## config.mk

```make
export PLATFORM = sky130hd
export DESIGN_NAME = lrc_driver
export DESIGN_NICKNAME = d
export VERILOG_FILES = /design/src/lrc_pkg.sv /design/src/lrc_fifo.sv /design/src/lrc_driver.sv
export VERILOG_INCLUDE_DIRS = /design/src /design/src/src
export SDC_FILE = /design/constraint.sdc
export NUM_CORES = 2
export LEC_CHECK = 0
export BUFFER_PORTS_ARGS = -buffer_cell sky130_fd_sc_hd__clkbuf_2
export CORE_MARGIN = 2
export CORE_UTILIZATION = 60
export DETAILED_ROUTE_END_ITERATION = 10
export PLACE_DENSITY = 0.8
export SLEW_MARGIN = 25
export SYNTH_ARGS = -nofsm -noshare
export SYNTH_HDL_FRONTEND = slang
export SYNTH_SLANG_ARGS = --single-unit
```

## constraint.sdc

```tcl
create_clock -name core_clk_i -period 10.3 [get_ports core_clk_i]
set_clock_uncertainty 0.05 [all_clocks]
set_input_delay 2.06 -clock core_clk_i [delete_from_list [all_inputs] [get_ports core_clk_i]]
set_output_delay 2.06 -clock core_clk_i [all_outputs]
set_load 0.005 [all_outputs]
```

## src/lrc_consts.svh

```systemverilog
`ifndef LRC_CONSTS_SVH
`define LRC_CONSTS_SVH

// output count and the split point of the dual shift
`define LRC_OUTPUTS 160
`define LRC_HALF 80

// data clocks per line in 4-bit and 8-bit loading
`define LRC_CLKS_NARROW 6'h28
`define LRC_CLKS_WIDE 6'h14
`define LRC_LANES_NARROW 8'h04
`define LRC_LANES_WIDE 8'h08

// level-select codes for the analog output stage
`define LRC_LVL_GND 2'h0
`define LRC_LVL_LOWMID 2'h1
`define LRC_LVL_HIMID 2'h2
`define LRC_LVL_TOP 2'h3

// capture buffer
`define LRC_FIFO_DEPTH 32
`define LRC_FIFO_WIDTH 14

`endif

```

## src/lrc_pkg.sv

```systemverilog
package lrc_pkg;
	typedef logic [1:0] lrc_level_t;
	typedef enum logic [1:0] {
		SEL_IDLE,
		SEL_ARMED,
		SEL_ACTIVE
	} lrc_sel_t;
endpackage : lrc_pkg

```

## src/lrc_fifo.sv

```systemverilog
`timescale 1ns/1ps
module lrc_fifo #(
	parameter int WIDTH = 14,
	parameter int DEPTH = 32
) (
	// clock and reset
	input wire logic core_clk_i,
	input wire logic rstn_i,
	// fill side
	input wire logic in_valid_i,
	output logic in_ready_o,
	input wire logic [WIDTH-1:0] in_data_i,
	// drain side
	output logic out_valid_o,
	input wire logic out_ready_i,
	output logic [WIDTH-1:0] out_data_o
);
	localparam int AW = $clog2(DEPTH);
	logic [WIDTH-1:0] mem [DEPTH];
	logic [AW:0] wr_ptr_reg;
	logic [AW:0] rd_ptr_reg;
	logic full;
	logic empty;
	logic push;
	logic pop;

	assign full = (wr_ptr_reg[AW] != rd_ptr_reg[AW]) && (wr_ptr_reg[AW-1:0] == rd_ptr_reg[AW-1:0]);
	assign empty = (wr_ptr_reg == rd_ptr_reg);
	assign in_ready_o = !full;
	assign out_valid_o = !empty;
	assign out_data_o = mem[rd_ptr_reg[AW-1:0]];
	assign push = in_valid_i && !full;
	assign pop = out_ready_i && !empty;

	always_ff @(posedge core_clk_i)
	begin
		if (push)
		begin
			mem[wr_ptr_reg[AW-1:0]] <= in_data_i;
		end
	end

	always_ff @(posedge core_clk_i or negedge rstn_i)
	begin
		if (!rstn_i)
		begin
			wr_ptr_reg <= '0;
			rd_ptr_reg <= '0;
		end
		else
		begin
			if (push)
			begin
				wr_ptr_reg <= wr_ptr_reg + 1'b1;
			end
			if (pop)
			begin
				rd_ptr_reg <= rd_ptr_reg + 1'b1;
			end
		end
	end
endmodule : lrc_fifo

```

## src/lrc_driver.sv

```systemverilog
`timescale 1ns/1ps
`include "lrc_consts.svh"
// Summary of operation
// - Segment mode, not blanked, frame invert high: low bit picks high-middle, high bit picks top.
// - Segment mode, not blanked, frame invert low: low bit picks low-middle, high bit ground.
// - Common mode levels follow frame invert and data, and blanking forces ground in both modes.
// - 4-bit loading fills a line in 40 data clocks, ordered by the direction pin.
// - 8-bit loading fills a line in 20 data clocks, ordered by the direction pin.
// - Segment data lanes are sampled on each falling edge of the data shift clock.
// - In segment mode the cascade output idles high and goes low for one data-clock period after a full line.
// - Common mode shifts one place on each falling edge of the line latch pulse.
// - Single shift with direction low runs 160 toward 1, fed from pin b, out on pin a.
// - Single shift with direction high runs 1 toward 160, fed from pin a, out on pin b.
// - Dual shift with direction high runs two 80-bit halves fed from pin a and the dual input.
// - Dual shift with direction low runs 160 toward 81 from the dual input, 80 toward 1 from b.
module lrc_driver (
	// clock and reset
	input wire logic core_clk_i,
	input wire logic rstn_i,
	// configuration pins
	input wire logic segment_mode_i,
	input wire logic width_or_split_select_i,
	input wire logic shift_dir_i,
	// timing controller inputs
	input wire logic data_shift_clock_i,
	input wire logic line_latch_pulse_i,
	input wire logic display_blank_n_i,
	input wire logic frame_invert_i,
	input wire logic [7:0] display_data_lanes_i,
	// cascade pins
	input wire logic cascade_io_a_i,
	output logic cascade_io_a_o,
	output logic cascade_io_a_oe_o,
	input wire logic cascade_io_b_i,
	output logic cascade_io_b_o,
	output logic cascade_io_b_oe_o,
	// level codes, two bits per output
	output logic [2*`LRC_OUTPUTS-1:0] drive_outputs_o
);
	logic xck_prev_reg;
	logic lp_prev_reg;
	logic xck_fall;
	logic lp_fall;
	lrc_pkg::lrc_sel_t sel_reg;
	logic [5:0] clk_cnt_reg;
	logic [5:0] clk_last;
	logic casc_low_reg;
	logic enable_in;
	logic [`LRC_OUTPUTS-1:0] data_latch_reg;
	logic [`LRC_OUTPUTS-1:0] line_latch_reg;
	logic [`LRC_OUTPUTS-1:0] shift_reg;
	logic [`LRC_OUTPUTS-1:0] level_data;
	logic push_valid;
	logic push_ready;
	logic pop_valid;
	logic pop_ready;
	logic [`LRC_FIFO_WIDTH-1:0] pop_word;
	logic [7:0] lanes_w;
	logic [7:0] base;
	logic [7:0] k_idx;

	assign xck_fall = xck_prev_reg && !data_shift_clock_i;
	assign lp_fall = lp_prev_reg && !line_latch_pulse_i;
	assign clk_last = width_or_split_select_i ? `LRC_CLKS_WIDE - 6'h01 : `LRC_CLKS_NARROW - 6'h01;
	assign enable_in = shift_dir_i ? cascade_io_a_i : cascade_io_b_i;

	always_ff @(posedge core_clk_i or negedge rstn_i)
	begin
		if (!rstn_i)
		begin
			xck_prev_reg <= 1'b0;
			lp_prev_reg <= 1'b0;
		end
		else
		begin
			xck_prev_reg <= data_shift_clock_i;
			lp_prev_reg <= line_latch_pulse_i;
		end
	end

	// chip select: armed by the latch pulse, active from the enable input going low until the last data clock
	always_ff @(posedge core_clk_i or negedge rstn_i)
	begin
		if (!rstn_i)
		begin
			sel_reg <= lrc_pkg::SEL_IDLE;
			clk_cnt_reg <= 6'h00;
			casc_low_reg <= 1'b0;
		end
		else
		begin
			if (casc_low_reg && xck_fall)
			begin
				casc_low_reg <= 1'b0;
			end
			case (sel_reg)
				lrc_pkg::SEL_IDLE:
				begin
					if (lp_fall && segment_mode_i)
					begin
						sel_reg <= lrc_pkg::SEL_ARMED;
					end
				end
				lrc_pkg::SEL_ARMED:
				begin
					clk_cnt_reg <= 6'h00;
					if (!enable_in)
					begin
						sel_reg <= lrc_pkg::SEL_ACTIVE;
					end
				end
				lrc_pkg::SEL_ACTIVE:
				begin
					// a full buffer holds the count, so a word is never half counted
					if (xck_fall && push_ready)
					begin
						if (clk_cnt_reg == clk_last)
						begin
							sel_reg <= lrc_pkg::SEL_IDLE;
							casc_low_reg <= 1'b1;
						end
						else
						begin
							clk_cnt_reg <= clk_cnt_reg + 6'h01;
						end
					end
				end
				default:
				begin
					sel_reg <= lrc_pkg::SEL_IDLE;
				end
			endcase
		end
	end

	assign push_valid = (sel_reg == lrc_pkg::SEL_ACTIVE) && xck_fall && segment_mode_i;
	// the line transfer stalls the drain so the latch copy sees a settled data latch
	assign pop_ready = !lp_fall;

	lrc_fifo #(
		.WIDTH(`LRC_FIFO_WIDTH),
		.DEPTH(`LRC_FIFO_DEPTH)
	) u_fifo (
		.core_clk_i(core_clk_i),
		.rstn_i(rstn_i),
		.in_valid_i(push_valid),
		.in_ready_o(push_ready),
		.in_data_i({clk_cnt_reg, display_data_lanes_i}),
		.out_valid_o(pop_valid),
		.out_ready_i(pop_ready),
		.out_data_o(pop_word)
	);

	assign lanes_w = width_or_split_select_i ? `LRC_LANES_WIDE : `LRC_LANES_NARROW;
	assign k_idx = {2'h0, pop_word[13:8]};
	assign base = shift_dir_i ? 8'(lanes_w * k_idx) : 8'(8'hA0 - lanes_w * (k_idx + 8'h01));

	// data latch keeps loading while blanked; the line latch and the common shift register are cleared
	always_ff @(posedge core_clk_i or negedge rstn_i)
	begin
		if (!rstn_i)
		begin
			data_latch_reg <= '0;
		end
		else if (pop_valid && pop_ready)
		begin
			for (int i = 0; i < 8; i++)
			begin
				if (8'(i) < lanes_w)
				begin
					if (shift_dir_i)
					begin
						data_latch_reg[8'(base + lanes_w - 8'h01 - 8'(i))] <= pop_word[i];
					end
					else
					begin
						data_latch_reg[8'(base + 8'(i))] <= pop_word[i];
					end
				end
			end
		end
	end

	always_ff @(posedge core_clk_i or negedge rstn_i)
	begin
		if (!rstn_i)
		begin
			line_latch_reg <= '0;
		end
		else if (!display_blank_n_i)
		begin
			line_latch_reg <= '0;
		end
		else if (lp_fall && segment_mode_i)
		begin
			line_latch_reg <= data_latch_reg;
		end
	end

	// common mode shift register
	always_ff @(posedge core_clk_i or negedge rstn_i)
	begin
		if (!rstn_i)
		begin
			shift_reg <= '0;
		end
		else if (!display_blank_n_i)
		begin
			shift_reg <= '0;
		end
		else if (lp_fall && !segment_mode_i)
		begin
			if (!width_or_split_select_i && !shift_dir_i)
			begin
				shift_reg <= {cascade_io_b_i, shift_reg[159:1]};
			end
			else if (!width_or_split_select_i)
			begin
				shift_reg <= {shift_reg[158:0], cascade_io_a_i};
			end
			else if (shift_dir_i)
			begin
				shift_reg <= {shift_reg[158:80], display_data_lanes_i[7],
					shift_reg[78:0], cascade_io_a_i};
			end
			else
			begin
				shift_reg <= {display_data_lanes_i[7], shift_reg[159:81],
					cascade_io_b_i, shift_reg[79:1]};
			end
		end
	end

	// cascade pins: the input end is released, the output end is driven
	always_ff @(posedge core_clk_i or negedge rstn_i)
	begin
		if (!rstn_i)
		begin
			cascade_io_a_o <= 1'b1;
			cascade_io_b_o <= 1'b1;
			cascade_io_a_oe_o <= 1'b0;
			cascade_io_b_oe_o <= 1'b0;
		end
		else
		begin
			cascade_io_a_oe_o <= !shift_dir_i;
			cascade_io_b_oe_o <= shift_dir_i;
			cascade_io_a_o <= segment_mode_i ? !casc_low_reg : shift_reg[0];
			cascade_io_b_o <= segment_mode_i ? !casc_low_reg : shift_reg[159];
		end
	end

	assign level_data = segment_mode_i ? line_latch_reg : shift_reg;

	generate
		for (genvar g = 0; g < `LRC_OUTPUTS; g++)
		begin : g_out
			always_ff @(posedge core_clk_i or negedge rstn_i)
			begin
				if (!rstn_i)
				begin
					drive_outputs_o[2*g+1:2*g] <= `LRC_LVL_GND;
				end
				else if (!display_blank_n_i)
				begin
					drive_outputs_o[2*g+1:2*g] <= `LRC_LVL_GND;
				end
				else if (segment_mode_i)
				begin
					case ({frame_invert_i, level_data[g]})
						2'h0: drive_outputs_o[2*g+1:2*g] <= `LRC_LVL_LOWMID;
						2'h1: drive_outputs_o[2*g+1:2*g] <= `LRC_LVL_GND;
						2'h2: drive_outputs_o[2*g+1:2*g] <= `LRC_LVL_HIMID;
						default: drive_outputs_o[2*g+1:2*g] <= `LRC_LVL_TOP;
					endcase
				end
				else
				begin
					case ({frame_invert_i, level_data[g]})
						2'h0: drive_outputs_o[2*g+1:2*g] <= `LRC_LVL_LOWMID;
						2'h1: drive_outputs_o[2*g+1:2*g] <= `LRC_LVL_TOP;
						2'h2: drive_outputs_o[2*g+1:2*g] <= `LRC_LVL_HIMID;
						default: drive_outputs_o[2*g+1:2*g] <= `LRC_LVL_GND;
					endcase
				end
			end
		end
	endgenerate
endmodule : lrc_driver

```

==> impl_metrics.tcl <==
set metrics [dict create \
    cts-resized-gates 0 \
    time_the_worst_path_needs_with_i_o_delays_and_setup_ns 8.57 \
    layout-drive-gt1-share_pct 15.3 \
    clockRootBuffer "sky130_fd_sc_hd__clkbuf_16" \
    synth.yosys.seq_area_share_pct 55.8 \
    p_leak_nw 28.0 \
    cp.required_ns 10.89 \
    asyncSetResetFlopFracSynth_pct 64.9 \
    final-hold-violation-count 0 \
    initial_utilization_pct 60.3 \
    cts_hold_buffers 0 \
    critPathKind "reg2reg" \
    max_slew.worst_pin.slew_ns 1.23 \
    dr.first_iter.drc_count 5320 \
    syn_area_per_cell_um2 11.4 \
    placement.io_buffers 342 \
    result_of_the_run "completed" \
    ff2ff_setup_slack_ns 1.73 \
    drtPass1Iterations 8 \
    dieArea_um2 105000 \
    num_vias 43800 \
    grt_pass1_vias 42500 \
    fin_area_um2 68200 \
    antenna_found_initial 4 \
    gr-usage-all-layers_pct 32.1 \
    rr_worst_depth 29 \
    arrival_ns 9.16 \
    critical_path.startpoint_type "register" \
    critical_path_launch_point "u_fifo.rd_ptr_reg[0]" \
    hold_ws_ns 0.439 \
    ys_ff_latch 1275 \
    number_of_remaining_drc_errors 0 \
    critPathCapture "data_latch_reg[67]" \
    synth_cell_area_um2 61200 \
    worst_r2r_endpoint "data_latch_reg[67]" \
    synth_cells 5359 \
    clock-sinks 1275 \
    worst_slack_ns 1.73 \
    largest_register_ffs 448 \
    first_pass_grt_wire_length_um 258000 \
    dp_hpwl_um 103000 \
    synth_ff_type "sky130_fd_sc_hd__dfrtp_1" \
    fp.dieH_um 323 \
    gpl.final_weighted_congestion 0.995 \
    timing_max_transition_violations_final 0 \
    route.antenna.remaining_nets 0 \
    gr_overflow_total 0 \
    synth_cell_types 90 \
    rsz_0062_raised_after_global_routing "no" \
    cts_inserted_buffers 134 \
    floorplan.die.width_um 323 \
    cts-root-to-sink-buffers 3 \
    ys.warnings.count 0 \
    final_total_power_mw 21.4 \
    endpoint_kind "register" \
    io-pin-count 343 \
    timing.hold.worst.class "reg2reg" \
    maximum_capacitance_violations 0 \
    worst_path_largest_cell_delay_ns 0.92 \
    drt-vias-per-instance 6.29 \
    cp_slowest_cell "sky130_fd_sc_hd__dfrtp_4" \
    setup_viol 0 \
    fill_cells 7339 \
    post-place-ws_ns 1.98 \
    drt-wirelength-per-cell_um 24.0 \
    post_route_wl_um 167000 \
    number_of_enable_flip_flop_cells_after_synthesis 448 \
    tritoncts "yes" \
    timing.fmax_ghz 0.117 \
    rr_startpoint "u_fifo.rd_ptr_reg[0]" \
    clk_lat_worst_skew_ns 0.76 \
    clk_pin_slew_ns 0.06 \
    post_placement_cell_area_um2 63600 \
    core_region_area_um2 101000 \
    placement_rows 117 \
    setup_total_negative_slack_ns 0 \
    relSlewSlack_pct 18.0 \
    area_growth_syn_to_layout_pct 11.5 \
    post-cts-setup-buffers 0 \
    power_density_nw_per_um2 313 \
    post-route-period-util_pct 83.2 \
    grt_max_degree 236 \
    h-tree-depth 4 \
    finish.net_count 5547 \
    vdd_ir_drop_max_mv 0.780 \
    timing.critical_path.fanout_max 45 \
]
==> kinds of logic after synthesis <==
group	Yosys count	share of synthesized area, %
AND/OR/NAND/NOR	1639	12.8
flip-flops	1275	55.8
AO/OA/AOI/OAI	1164	12.2
multiplexers	597	12.3
buffers and inverters	440	3.16
XOR/XNOR	201	2.88
adder cells (fa/ha/maj)	42	0.883
other	1	0.00613
==> cell usage after synthesis, types with 6 or more instances <==
cell                        number  area (um^2)
sky130_fd_sc_hd__dfrtp_1       825        20600
sky130_fd_sc_hd__nand2_1       743         2790
sky130_fd_sc_hd__edfxtp_1      448        13500
sky130_fd_sc_hd__mux2i_1       423         4230
sky130_fd_sc_hd__clkbuf_1      304         1140
sky130_fd_sc_hd__o21ai_0       299         1500
sky130_fd_sc_hd__a21oi_1       242         1210
sky130_fd_sc_hd__nor2_1        201          754
sky130_fd_sc_hd__xnor2_1       189         1660
sky130_fd_sc_hd__nand2b_1      184         1150
sky130_fd_sc_hd__and2_1        171         1070
sky130_fd_sc_hd__and3_1        170         1060
sky130_fd_sc_hd__o21a_1        163         1220
sky130_fd_sc_hd__a21boi_0      160         1200
sky130_fd_sc_hd__mux4_2        107         2410
sky130_fd_sc_hd__o211ai_1      106          796
sky130_fd_sc_hd__nand3_1        60          300
sky130_fd_sc_hd__mux2_2         54          608
sky130_fd_sc_hd__or3_1          45          282
sky130_fd_sc_hd__buf_1          41          154
sky130_fd_sc_hd__ha_1           40          500
sky130_fd_sc_hd__o22ai_1        38          238
sky130_fd_sc_hd__buf_2          32          160
sky130_fd_sc_hd__o21ai_1        27          135
sky130_fd_sc_hd__inv_1          26         97.6
sky130_fd_sc_hd__a31oi_1        17          106
sky130_fd_sc_hd__buf_6          16          180
sky130_fd_sc_hd__nor3_1         16         80.1
sky130_fd_sc_hd__o2111ai_1      16          140
sky130_fd_sc_hd__a32oi_1        15          131
sky130_fd_sc_hd__xor2_1         12          105
sky130_fd_sc_hd__a211oi_1       10         75.1
sky130_fd_sc_hd__nor2b_1        10         62.6
sky130_fd_sc_hd__buf_4           9         67.6
sky130_fd_sc_hd__mux4_1          8          210
sky130_fd_sc_hd__nand3b_1        8         60.1
sky130_fd_sc_hd__nand4_1         8         50.1
sky130_fd_sc_hd__a311oi_1        7         61.3
sky130_fd_sc_hd__a22o_1          6         52.6
sky130_fd_sc_hd__a311o_1         6         60.1
==> cells in the final DEF (no fill, tap or decap), drive strengths merged, types with 9 or more instances in the layout <==
| cell | count |
|---|---|
| a31oi | 17 |
| mux4 | 115 |
| nor2b | 10 |
| a21oi | 245 |
| nand4 | 9 |
| clkbuf | 527 |
| o2111ai | 16 |
| xnor2 | 189 |
| dfrtp | 825 |
| inv | 35 |
| nand2b | 184 |
| a21boi | 160 |
| a32oi | 15 |
| o22ai | 38 |
| mux2 | 58 |
| xor2 | 12 |
| clkinv | 36 |
| o211ai | 107 |
| edfxtp | 448 |
| nor2 | 201 |
| mux2i | 424 |
| or3 | 46 |
| and2 | 174 |
| a211oi | 10 |
| nor3 | 16 |
| o21a | 163 |
| buf | 63 |
| nand2 | 745 |
| ha | 40 |
| nand3 | 60 |
| and3 | 170 |
| o21ai | 326 |
==> critical path: cells and delay by family, from the launching register on <==
family          cells  cell delay (ns)
flops               1             0.92
buf+inv             3             0.68
compound gates      8             1.78
mux                 3             1.06
xor+xnor            2             0.33
fa+ha+maj           4             1.33
simple gates        9             2.25
==> cell type report <==
class	count	area [um^2]	area share, %
tap	1368	1710	2.51
multi-input combinational	3645	25400	37.2
timing repair buffer	400	2350	3.45
clock buffer	190	3910	5.73
antenna	2	5.00	0.00733
clock inverter	53	571	0.836
inverter	30	118	0.172
sequential	1275	34200	50.1
==> how the worst min path moves through the flow <==
| stage | start | end | slack (ns) | cells past startpoint |
|---|---|---|---|---|
| finish | u_fifo.rd_ptr_reg[5] | u_fifo.rd_ptr_reg[5] | 0.44 | 1 |
| global route | u_fifo.wr_ptr_reg[5] | u_fifo.wr_ptr_reg[5] | 0.47 | 1 |
| CTS | u_fifo.rd_ptr_reg[5] | u_fifo.rd_ptr_reg[5] | 0.44 | 1 |
| detailed placement | data_latch_reg[147] | data_latch_reg[147] | 0.43 | 2 |
| global placement | u_fifo.rd_ptr_reg[5] | u_fifo.rd_ptr_reg[5] | 0.43 | 1 |
| floorplan | casc_low_reg | cascade_io_b_o | 0.36 | 1 |
==> metrics by stage <==
stage	cells	util, %
after floorplan	5360	-
after global placement	6714	62.6
after detailed placement	6714	62.7
after CTS	6957	67.1
after global routing	6961	67.3
final	6963	67.3
==> power breakdown <==
group	internal, mW	switching, mW	total (mW)
Clock	2.82	2.06	4.88
Combinational	3.22	7.14	10.4
Sequential	5.64	0.469	6.10
Total	11.7	9.67	21.4
==> per-layer routing <==
metal / share of wire (%) / track usage (%)
met1: 39 / 43.2
met2: 47 / 50.6
met3: 8.3 / 5.99
met4: 5.2 / 15.6
met5: 0.026 / 0
Note: power is estimated with default switching activity, not from simulation.
